File: config.mk
export PLATFORM = sky130hd
export DESIGN_NAME = albd_decoder
export DESIGN_NICKNAME = d
export VERILOG_FILES = /design/src/include/albd_pkg.sv /design/src/include/albd_alu_if.sv /design/src/core/albd_alu.sv /design/src/core/albd_decoder.sv
export SDC_FILE = /design/constraint.sdc
export NUM_CORES = 1
export LEC_CHECK = 0
export ABC_AREA = 1
export BUFFER_PORTS_ARGS = -buffer_cell sky130_fd_sc_hd__buf_4
export CAP_MARGIN = 20
export CORE_ASPECT_RATIO = 0.8
export CORE_MARGIN = 4
export CORE_UTILIZATION = 35
export DETAILED_ROUTE_END_ITERATION = 8
export HOLD_SLACK_MARGIN = 0.03
export SYNTH_ARGS = -nofsm -noshare
export SYNTH_HDL_FRONTEND = slang
export SYNTH_HIERARCHICAL = 1
export SYNTH_SLANG_ARGS = --single-unit
File: constraint.sdc
create_clock -name CLOCK -period 3.95 [get_ports CLOCK]
set_input_delay 0.79 -clock CLOCK [delete_from_list [all_inputs] [get_ports CLOCK]]
set_output_delay 0.79 -clock CLOCK [all_outputs]
set_load 0.005 [all_outputs]
File: src/include/albd_pkg.sv
// shared constants and types for the alu and branch decoder
// Summary of operation
// - add-with-carry sums accumulator, carry and file byte into chosen destination
// - destination bit 0 writes accumulator, 1 writes back to file register
// - bank bit 0 uses fixed access bank, 1 uses bank select register
// - extended set, bank bit 0, address up to 95: indexed literal offset addressing
// - add-with-carry updates negative, wrap, carry, half-carry and zero flags
// - AND literal into accumulator, only negative and zero flags change
// - AND accumulator with file into destination, only negative and zero change
// - bit clear zeroes indexed bit 0..7, keeps others, touches no flags
// - taken branch loads incremented PC plus twice signed offset, flags untouched
// - taken branch uses two cycles, second idle; untaken is one cycle
// - upper byte 1110 0010 branches only when carry set
// - upper byte 1110 0110 branches only when negative set
// - upper byte 1110 0011 branches only when carry clear
// - upper byte 1110 0111 branches only when negative clear
// - modifying the program counter adds a second, idle instruction cycle
package albd_pkg;
	localparam int DATA_W = 8;
	localparam int ADDR_W = 12;
	localparam int BANK_W = 4;
	localparam int PC_WIDTH = 21;
	localparam int FLAGS_W = 5;
	localparam int IDX_W = 3;
	localparam int INSTR_W = 16;

	// status flag positions
	localparam int FLAG_CARRY = 0;
	localparam int FLAG_HALF = 1;
	localparam int FLAG_ZERO = 2;
	localparam int FLAG_WRAP = 3;
	localparam int FLAG_NEG = 4;
	localparam logic [FLAGS_W-1:0] FLAGS_NZ_MASK = 5'h14;

	// reset values
	localparam logic [FLAGS_W-1:0] FLAGS_RESET = 5'h00;
	localparam logic [DATA_W-1:0] ACC_RESET = 8'h00;
	localparam logic [ADDR_W-1:0] ADDR_RESET = 12'h000;
	localparam logic [INSTR_W-1:0] INSTR_RESET = 16'h0000;

	// instruction word fields
	localparam int BIT_DEST = 9;
	localparam int BIT_BANK = 8;
	localparam int BIT_IDX_LSB = 9;

	// opcode patterns
	localparam logic [5:0] OPC_ADDC = 6'h08;
	localparam logic [5:0] OPC_ANDF = 6'h05;
	localparam logic [7:0] OPC_ANDL = 8'h0b;
	localparam logic [3:0] OPC_BCLR = 4'h9;
	localparam logic [7:0] OPC_BR_C = 8'he2;
	localparam logic [7:0] OPC_BR_N = 8'he6;
	localparam logic [7:0] OPC_BR_NC = 8'he3;
	localparam logic [7:0] OPC_BR_NN = 8'he7;

	// access bank split and indexed window
	localparam logic [7:0] ACCESS_SPLIT = 8'h60;
	localparam logic [7:0] INDEX_LIMIT = 8'h5f;
	localparam logic [BANK_W-1:0] ACCESS_LOW_BANK = 4'h0;
	localparam logic [BANK_W-1:0] ACCESS_HIGH_BANK = 4'hf;

	// program counter step per instruction word, in bytes
	localparam int PC_STEP = 2;

	typedef enum logic [1:0] {Q_DECODE, Q_READ, Q_PROCESS, Q_WRITE} albd_phase_e;

	typedef enum logic [3:0] {
		OP_NONE, OP_ADDC, OP_ANDL, OP_ANDF, OP_BCLR,
		OP_BR_C, OP_BR_N, OP_BR_NC, OP_BR_NN
	} albd_op_e;

	typedef enum logic [1:0] {ALU_PASS, ALU_ADDC, ALU_AND, ALU_BCLR} albd_alu_e;
endpackage : albd_pkg

File: src/include/albd_alu_if.sv
// carrier between the decoder and its arithmetic unit
`timescale 1ns/1ns
interface albd_alu_if;
	import albd_pkg::*;
	albd_alu_e op;
	logic [DATA_W-1:0] a;
	logic [DATA_W-1:0] b;
	logic [IDX_W-1:0] bit_idx;
	logic [FLAGS_W-1:0] flags_in;
	logic [DATA_W-1:0] result;
	logic [FLAGS_W-1:0] flags_out;

	modport client(output op, output a, output b, output bit_idx, output flags_in,
		input result, input flags_out);
	modport alu(input op, input a, input b, input bit_idx, input flags_in,
		output result, output flags_out);
endinterface : albd_alu_if

File: src/core/albd_alu.sv
// arithmetic unit: add with carry, and, bit clear
`timescale 1ns/1ns
module albd_alu (
	// operands and results
	albd_alu_if.alu bus
);
	import albd_pkg::*;

	logic [DATA_W:0] sum;
	logic [4:0] low_sum;

	always_comb begin
		sum = {1'b0, bus.a} + {1'b0, bus.b} + {{DATA_W{1'b0}}, bus.flags_in[FLAG_CARRY]};
		low_sum = {1'b0, bus.a[3:0]} + {1'b0, bus.b[3:0]} + {4'h0, bus.flags_in[FLAG_CARRY]};
		bus.result = bus.a;
		bus.flags_out = bus.flags_in;
		case (bus.op)
			ALU_ADDC: begin
				bus.result = sum[DATA_W-1:0];
				bus.flags_out[FLAG_CARRY] = sum[DATA_W];
				bus.flags_out[FLAG_HALF] = low_sum[4];
				bus.flags_out[FLAG_WRAP] = (bus.a[DATA_W-1] == bus.b[DATA_W-1])
					&& (sum[DATA_W-1] != bus.a[DATA_W-1]);
				bus.flags_out[FLAG_NEG] = sum[DATA_W-1];
				bus.flags_out[FLAG_ZERO] = (sum[DATA_W-1:0] == '0);
			end
			ALU_AND: begin
				bus.result = bus.a & bus.b;
				bus.flags_out[FLAG_NEG] = bus.result[DATA_W-1];
				bus.flags_out[FLAG_ZERO] = (bus.result == '0);
			end
			ALU_BCLR: begin
				bus.result = bus.b & ~(8'h01 << bus.bit_idx);
			end
			default: begin
				bus.result = bus.a;
			end
		endcase
	end
endmodule : albd_alu

File: src/core/albd_decoder.sv
// decode and execute for add-with-carry, and, bit clear and flag branches
`timescale 1ns/1ns
module albd_decoder #(
	parameter int PC_W = albd_pkg::PC_WIDTH
) (
	// clock and reset
	input wire logic CLOCK,
	input wire logic RESET,
	// instruction fetch
	input wire logic INSTR_VALID,
	input wire logic [albd_pkg::INSTR_W-1:0] INSTR_WORD,
	output logic INSTR_READY,
	// configuration
	input wire logic EXT_SET_ENABLE,
	input wire logic [albd_pkg::BANK_W-1:0] BANK_SELECT,
	input wire logic [albd_pkg::ADDR_W-1:0] INDEX_BASE,
	// data memory
	output logic [albd_pkg::ADDR_W-1:0] MEM_ADDR,
	output logic MEM_READ,
	input wire logic [albd_pkg::DATA_W-1:0] MEM_RDATA,
	output logic MEM_WRITE,
	output logic [albd_pkg::DATA_W-1:0] MEM_WDATA,
	// core state
	output logic [albd_pkg::DATA_W-1:0] ACC,
	output logic [albd_pkg::FLAGS_W-1:0] STATUS_FLAGS,
	output logic [PC_W-1:0] PROG_COUNTER,
	output logic BRANCH_TAKEN,
	output logic NOP_CYCLE
);
	import albd_pkg::*;

	albd_phase_e phase;
	albd_op_e op;
	logic [INSTR_W-1:0] instr;
	logic [DATA_W-1:0] result;
	logic [FLAGS_W-1:0] result_flags;
	logic accept;
	logic taken;
	logic [PC_W-1:0] next_pc;

	albd_alu_if alu_bus();

	albd_alu u_alu (
		.bus(alu_bus)
	);

	function automatic albd_op_e decode_op(input logic [INSTR_W-1:0] w);
		albd_op_e o;
		o = OP_NONE;
		if (w[15:8] == OPC_BR_C) o = OP_BR_C;
		else if (w[15:8] == OPC_BR_N) o = OP_BR_N;
		else if (w[15:8] == OPC_BR_NC) o = OP_BR_NC;
		else if (w[15:8] == OPC_BR_NN) o = OP_BR_NN;
		else if (w[15:8] == OPC_ANDL) o = OP_ANDL;
		else if (w[15:10] == OPC_ADDC) o = OP_ADDC;
		else if (w[15:10] == OPC_ANDF) o = OP_ANDF;
		else if (w[15:12] == OPC_BCLR) o = OP_BCLR;
		return o;
	endfunction : decode_op

	function automatic logic reads_file(input albd_op_e o);
		return (o == OP_ADDC) || (o == OP_ANDF) || (o == OP_BCLR);
	endfunction : reads_file

	function automatic logic is_branch(input albd_op_e o);
		return (o == OP_BR_C) || (o == OP_BR_N) || (o == OP_BR_NC) || (o == OP_BR_NN);
	endfunction : is_branch

	function automatic logic branch_cond(input albd_op_e o, input logic [FLAGS_W-1:0] f);
		logic c;
		c = 1'b0;
		case (o)
			OP_BR_C: c = f[FLAG_CARRY];
			OP_BR_N: c = f[FLAG_NEG];
			OP_BR_NC: c = !f[FLAG_CARRY];
			OP_BR_NN: c = !f[FLAG_NEG];
			default: c = 1'b0;
		endcase
		return c;
	endfunction : branch_cond

	function automatic logic writes_file(input albd_op_e o, input logic [INSTR_W-1:0] w);
		return (o == OP_BCLR) || (((o == OP_ADDC) || (o == OP_ANDF)) && w[BIT_DEST]);
	endfunction : writes_file

	function automatic logic writes_acc(input albd_op_e o, input logic [INSTR_W-1:0] w);
		return (o == OP_ANDL) || (((o == OP_ADDC) || (o == OP_ANDF)) && !w[BIT_DEST]);
	endfunction : writes_acc

	function automatic logic [ADDR_W-1:0] resolve_addr(input logic bank_mode,
			input logic [7:0] f, input logic ext, input logic [BANK_W-1:0] bsel,
			input logic [ADDR_W-1:0] base);
		logic [ADDR_W-1:0] a;
		if (bank_mode) a = {bsel, f};
		else if (ext && (f <= INDEX_LIMIT)) a = base + {4'h0, f};
		else if (f < ACCESS_SPLIT) a = {ACCESS_LOW_BANK, f};
		else a = {ACCESS_HIGH_BANK, f};
		return a;
	endfunction : resolve_addr

	function automatic logic [PC_W-1:0] branch_offset(input logic [7:0] n);
		return {{(PC_W-9){n[7]}}, n, 1'b0};
	endfunction : branch_offset

	// fetch is only taken at the decode phase of a live cycle
	// idle cycle refuses fetch
	assign INSTR_READY = (phase == Q_DECODE) && !NOP_CYCLE;
	assign accept = INSTR_VALID && INSTR_READY;
	assign MEM_READ = (phase == Q_READ) && reads_file(op);
	assign MEM_WRITE = (phase == Q_WRITE) && writes_file(op, instr);
	assign taken = is_branch(op) && branch_cond(op, STATUS_FLAGS);
	assign BRANCH_TAKEN = (phase == Q_WRITE) && taken;
	assign next_pc = PROG_COUNTER + branch_offset(instr[7:0]);

	assign alu_bus.op = (op == OP_ADDC) ? ALU_ADDC :
		((op == OP_ANDL) || (op == OP_ANDF)) ? ALU_AND :
		(op == OP_BCLR) ? ALU_BCLR : ALU_PASS;
	assign alu_bus.a = ACC;
	assign alu_bus.b = (op == OP_ANDL) ? instr[7:0] : MEM_RDATA;
	assign alu_bus.bit_idx = instr[BIT_IDX_LSB +: IDX_W];
	assign alu_bus.flags_in = STATUS_FLAGS;

	always_ff @(posedge CLOCK) begin
		if (RESET) begin
			phase <= Q_DECODE;
		end else begin
			case (phase)
				Q_DECODE: phase <= Q_READ;
				Q_READ: phase <= Q_PROCESS;
				Q_PROCESS: phase <= Q_WRITE;
				Q_WRITE: phase <= Q_DECODE;
				default: phase <= Q_DECODE;
			endcase
		end
	end

	always_ff @(posedge CLOCK) begin
		if (RESET) begin
			op <= OP_NONE;
			instr <= INSTR_RESET;
		end else if (phase == Q_DECODE) begin
			op <= accept ? decode_op(INSTR_WORD) : OP_NONE;
			if (accept) begin
				instr <= INSTR_WORD;
			end
		end
	end

	// address is fixed at decode so a late bank change cannot split a read from its write
	always_ff @(posedge CLOCK) begin
		if (RESET) begin
			MEM_ADDR <= ADDR_RESET;
		end else if (accept) begin
			MEM_ADDR <= resolve_addr(INSTR_WORD[BIT_BANK], INSTR_WORD[7:0],
				EXT_SET_ENABLE, BANK_SELECT, INDEX_BASE);
		end
	end

	always_ff @(posedge CLOCK) begin
		if (RESET) begin
			result <= ACC_RESET;
			result_flags <= FLAGS_RESET;
		end else if (phase == Q_PROCESS) begin
			result <= alu_bus.result;
			result_flags <= alu_bus.flags_out;
		end
	end

	assign MEM_WDATA = result;

	always_ff @(posedge CLOCK) begin
		if (RESET) begin
			ACC <= ACC_RESET;
		end else if ((phase == Q_WRITE) && writes_acc(op, instr)) begin
			ACC <= result;
		end
	end

	always_ff @(posedge CLOCK) begin
		if (RESET) begin
			STATUS_FLAGS <= FLAGS_RESET;
		end else if ((phase == Q_WRITE)
				&& ((op == OP_ADDC) || (op == OP_ANDL) || (op == OP_ANDF))) begin
			STATUS_FLAGS <= result_flags;
		end
	end

	// increment at fetch, offset at write
	always_ff @(posedge CLOCK) begin
		if (RESET) begin
			PROG_COUNTER <= '0;
		end else if (accept) begin
			PROG_COUNTER <= PROG_COUNTER + PC_W'(PC_STEP);
		end else if (BRANCH_TAKEN) begin
			PROG_COUNTER <= next_pc;
		end
	end

	// idle cycle after a pc write
	always_ff @(posedge CLOCK) begin
		if (RESET) begin
			NOP_CYCLE <= 1'b0;
		end else if (phase == Q_WRITE) begin
			NOP_CYCLE <= BRANCH_TAKEN;
		end
	end
endmodule : albd_decoder

# Word level (Yosys, flattened, before mapping)
# Cells that the tools add are included.
[classes]
reduce_logical = 31
order_cmp = 2
muxes = 25
eq_ne = 24
bitwise_logic = 3
n_addsub = 7
n_shift = 1
[op_table]
columns = ["cell", "n"]
rows = [
  ["$mux 21", 2],
  ["$mux 12", 3],
  ["$eq 8x8->1 const B", 4],
  ["$pmux 8 s3", 1],
  ["$add 21x2->21 const B", 1],
  ["$add 21x21->21", 1],
  ["$mux 4", 5],
  ["$and 8x8->8", 2],
  ["$eq 4x3->1 const B", 4],
  ["$logic_not 8->1", 2],
  ["$add 12x8->12", 1],
  ["$logic_and 1x1->1", 12],
  ["$mux 3", 4],
  ["$logic_or 1x1->1", 10],
  ["$add 8x8->9", 1],
  ["$add 9x1->9", 1],
  ["$eq 2x2->1 const B", 4],
  ["$eq 4x2->1 const B", 2],
  ["$eq 4x4->1 const B", 2],
  ["$eq 8x4->1 const B", 1],
  ["$le 8x7->1 const B", 1],
  ["$lt 8x7->1 const B", 1],
  ["$mux 2", 4],
  ["$mux 8", 1],
  ["18 further kinds", 23],
]
[word_totals]
ff_bits = 78
output_inout_bits = 59
word_cells = 103
input_bits = 44

# Logic depth before layout (Yosys ltp)
[depth]
word_depth = 10
mapped_depth = 22

# Hierarchy
# The synthesis kept the hierarchy.
[by_module_without_submodules]
columns = ["mod", "instances", "cells_per_inst", "seq_area_each_um2", "area_per_inst_um2"]
rows = [
  ["albd_decoder", 1, 701, 1521.5, 4690.7],
  ["albd_alu", 1, 155, 0.0, 917.1],
]

# Worst setup path before layout
# OpenSTA, ideal clock, no wires.
[synth_path]
path_type = "in2reg"
from = "in INSTR_VALID"
to = "reg PROG_COUNTER[19]"
path_buffers = 2
setup_time_ns = 0.109
t_required_ns = 3.841
arrival_time_ns = 2.886
cell_stages = 17
setup_slack_ns = 0.955
path_cell_list = "nand3_4 > buf_2 > buf_1 > nand2_1 > ha_1 > fa_1 > nor3b_1 > nor2_1 > nor2_1 > nand2_1 > nand3_1 > nand2_1 > nand2_1 > nand2_1 > nand3_1 > nand2_1 > inv_1"
[synth_between]
elab_chain_cells = 2
elab_cells_between_ends = 3
[synth_rtl]
columns = ["item", "line", "rtl"]
rows = [
  ["from (decl)", "albd_decoder.sv:10", "input wire logic INSTR_VALID,"],
  ["$logic_and 1x1->1 *", "albd_decoder.sv:108", "assign accept = INSTR_VALID && INSTR_READY;"],
  ["$mux 21 or $reduce_bool 2->1 (tied branches)", "--", ""],
  ["to (signal assigned)", "albd_decoder.sv:193", "PROG_COUNTER <= PROG_COUNTER + PC_W'(PC_STEP);"],
  ["to (signal assigned)", "albd_decoder.sv:195", "PROG_COUNTER <= next_pc;"],
  ["to (decl)", "albd_decoder.sv:26", "output logic [PC_W-1:0] PROG_COUNTER,"],
]
# Every way passes the cells marked *; elsewhere a longest branch is shown, timed or not.
# A chain may end at the register's enable or synchronous reset.

# Worst setup path after layout
[layout_path]
from = "reg op[3]"
to = "reg result_flags[2]"
[layout_between]
elab_chain_cells = 6
elab_cells_between_ends = 17
[layout_rtl]
columns = ["item", "line", "rtl"]
rows = [
  ["from (decl)", "albd_decoder.sv:33", "albd_op_e op;"],
  ["from (signal assigned)", "albd_decoder.sv:142", "op <= accept ? decode_op(INSTR_WORD) : OP_NONE;"],
  ["$eq 4x2->1 *", "albd_decoder.sv:119", "assign alu_bus.b = (op == OP_ANDL) ? instr[7:0] : MEM_RDATA;"],
  ["$mux 8 *", "albd_decoder.sv:119", ""],
  ["via alu_bus.b[0]", "albd_alu_if.sv:7", "logic [DATA_W-1:0] b;"],
  ["$add 8x8->9", "albd_alu.sv:13", "sum = {1'b0, bus.a} + {1'b0, bus.b} + {{DATA_W{1'b0}}, bus.flags_in[FLAG_CARRY]};"],
  ["$add 9x1->9", "albd_alu.sv:13", ""],
  ["$logic_not 8->1", "albd_alu.sv:25", "bus.flags_out[FLAG_ZERO] = (sum[DATA_W-1:0] == '0);"],
  ["$pmux 1 s2 *", "albd_alu.sv:17", "case (bus.op)"],
  ["via alu_bus.flags_out[2]", "albd_alu_if.sv:11", "logic [FLAGS_W-1:0] flags_out;"],
  ["to (signal assigned)", "albd_decoder.sv:165", "result_flags <= alu_bus.flags_out;"],
  ["to (decl)", "albd_decoder.sv:36", "logic [FLAGS_W-1:0] result_flags;"],
]
# The timed path passes the listed nets; every way through them passes the cells marked *.

==> metrics.md <==
| Metric | Value |
|---|---|
| First-pass GRT wire length | 27.70 mm |
| Routed wire length | 16.67 mm |
| Hold Path Class | reg -> reg |
| Core ar. | 15750 µm² |
| Layout overhead on the synthesized area | 21.73% |
| Max clock buf depth | 2 |
| Fin nets | 1022 |
| Rows | 41 |
| Num Clock Sinks | 76 |
| CTS tree | yes |
| Synth unique cells | 49 |
| Total negative slack | 0 ps |
| Largest net degree at the start of global routing | 50 |
| Critical path class | reg -> reg |
| DRC viols | 0 |
| RePlAce Congestion | 0.9185 |
| Max-slew violation count | 0 |
| CP max FO | 10 |
| Synthesized area | 5608 µm² |
| Startpoint class of the critical path | register |
| Die Width | 149.5 µm |
| Initial Utilization | 0.3561 |
| Via density | 4.999 |
| YS warnings | 6 |
| Post-synth top area cell | dfxtp_1 |
| Hold buffer count at CTS | 0 |
| Tightest Pin Transition | 692.0 ps |
| Yosys reg bits | 76 |
| Worst-path clk slew | 60 ps |
| Syn_nets | 936 |
| Worst EP arrival | 3720 ps |
| CTS Buf Count | 9 |
| Die footprint | 18120 µm² |
| Total power | 2875 µW |
| Buffers on Ports | 101 |
| Syn_area_per_cell | 6.551 µm² |
| Area contributors post-synth | dfxtp_1, nand2_1, inv_1 |
| Max-Cap Viols | 0 |
| Synth Flop Type | dfxtp_1 |
| H-tree Lvls | 3 |
| Clock latency on the worst-skew pair | 350 ps |
| Drt first-iter violations | 436 |
| RSZ-0062 raised after global routing | false |
| Pwr/cell area | 421.2 nW/µm² |
| Root Driver | clkbuf_16 |
| Max Clock Freq | 291.1 MHz |
| Number of flops mapped to enable cells by yosys | 0 |
| Postcts setup bufs | 0 |
| Vias in the first global route | 5476 |
| Cells after Synth | 856 |
| Final hold vios | 0 |
| Pleak | 0.003315 µW |
| Tmin final | 3435 ps |
| Relative slew slack | 0.5380 |
| Ys async rst share | 0 |
| Initial antenna violation count | 0 |
| I/O pin cnt | 103 |
| Status | finished, final reports clean |
| Vias | 5804 |
| Critical Path End Type | register |
| ANT cells | 0 |
| Peak VDD IR | 0.0002081 V |
| GRT Total Usage | 0.1905 |
| Clock Skew | 7.325 ps |
| Required @ worst endpoint | 4240 ps |
| Final ANT Viol Nets | 0 |
| Top cell type's share of synthesized area | 0.2713 |
| Register area share after synthesis | 0.2713 |
| Final Cycle Share | 0.8697 |
| DP HPWL | 12.86 mm |
| Final setup fails | 0 |
| GRT Residual Overflow | 0 |
| DRT Pass-1 Iters | 5 |
| Die Span Y | 121.2 µm |
| Post-CTS sizing | 0 |
| Layout cells sized above 1 | 0.1755 |
| Drt wl/cell | 14.36 µm |
## final cells by class
cell class / instances / area, µm²
clock buffer: 12 / 256.5
clock inverter: 3 / 68.82
tap: 215 / 269.0
sequential: 76 / 1521
inverter: 121 / 454.2
multi-input combinational: 631 / 3483
fill: 1689 / 8922
timing repair buffer: 103 / 773.2
## cell families after synthesis
logic type,synth area share
compound gates,0.1876
mux,0.01406
simple gates,0.3050
fa+ha+maj,0.08568
other cells,0.0006687
xor+xnor,0.02811
flops,0.2713
buf+inv,0.1075
## layout by cell type (no fill, tap or decap), types with 3 or more instances in the layout
cell / instances
nand2_1: 157
inv_1: 119
nor2_1: 115
buf_4: 103
dfxtp_1: 76
o21ai_0: 70
nand3_1: 66
a21oi_1: 58
ha_1: 32
nand2_2: 19
a31oi_1: 11
xor2_1: 10
clkbuf_16: 9
xnor2_1: 8
a41oi_1: 8
nand4_1: 8
mux2_2: 7
nand3_2: 6
nor2_2: 5
a32oi_1: 5
o21ai_1: 4
fa_1: 4
o21a_1: 3
a21boi_0: 3
a21o_1: 3
nor3_1: 3
## stage by stage
step,utilization,instance area [µm²],worst slack (ps),instances,hold slack [ps]
after CTS,0.4335,6827,543.6,1161,471.4
after detailed placement,0.4128,6501,575.4,1146,462.8
after floorplan,-,5608,955.4,856,444.6
after global placement,0.4128,6501,757.5,1146,461.2
after global routing,0.4335,6827,226.4,1161,499.1
final,0.4335,6827,514.6,1161,469.2
## synth_stat cells (10+ instances only)
master,number
nand2_1,157
inv_1,119
nor2_1,115
dfxtp_1,76
o21ai_0,70
nand3_1,66
a21oi_1,58
ha_1,32
nand2_2,19
clkbuf_1,12
a31oi_1,11
xor2_1,10
## power breakdown
part | switching, µW | internal [µW]
Sequential | 112 | 889
Clock | 343 | 587
Combinational | 569 | 375
Total | 1020 | 1850
## per-layer routing
layer | vias to the layer above | GRT usage | wire length (µm)
met3 | 22 | 0.04406 | 1042
met4 | 0 | 0.05718 | 308
met1 | 2646 | 0.2753 | 8396
met5 | - | 0 | 0
met2 | 156 | 0.2814 | 6921
li1 | 2980 | - | -
## state kept, by name, summed over array words and instances (netlist names)
name,flops
op,4
PROG_COUNTER,20
STATUS_FLAGS,5
MEM_WDATA,8
phase,2
ACC,8
NOP_CYCLE,1
result_flags,5
MEM_ADDR,12
instr,11
## worst max-delay path: stages (launching register included)
cell and delay [ps]:
dfxtp_1 330, nor2_1 410, nand3_2 320, o21ai_0 390, inv_1 110, fa_1 470
fa_1 430, inv_1 70, nand2_1 50, nand2_2 100, nand3_1 90, nand2_1 100
nand3_2 70, nor2_2 100, nand2_1 60, a21oi_2 110, nor2_1 50, nor2_1 110
## path summary, 6_finish.rpt
kind | startpoint | slack (ps) | end | depth (start not counted)
max | op[3] | 510 | result_flags[2] | 17
max reg2reg | op[3] | 510 | result_flags[2] | 17
min | MEM_ADDR[9] | 470 | MEM_ADDR[9] | 2
min reg2reg | MEM_ADDR[9] | 470 | MEM_ADDR[9] | 2
Note: power is estimated with default switching activity, not from simulation.
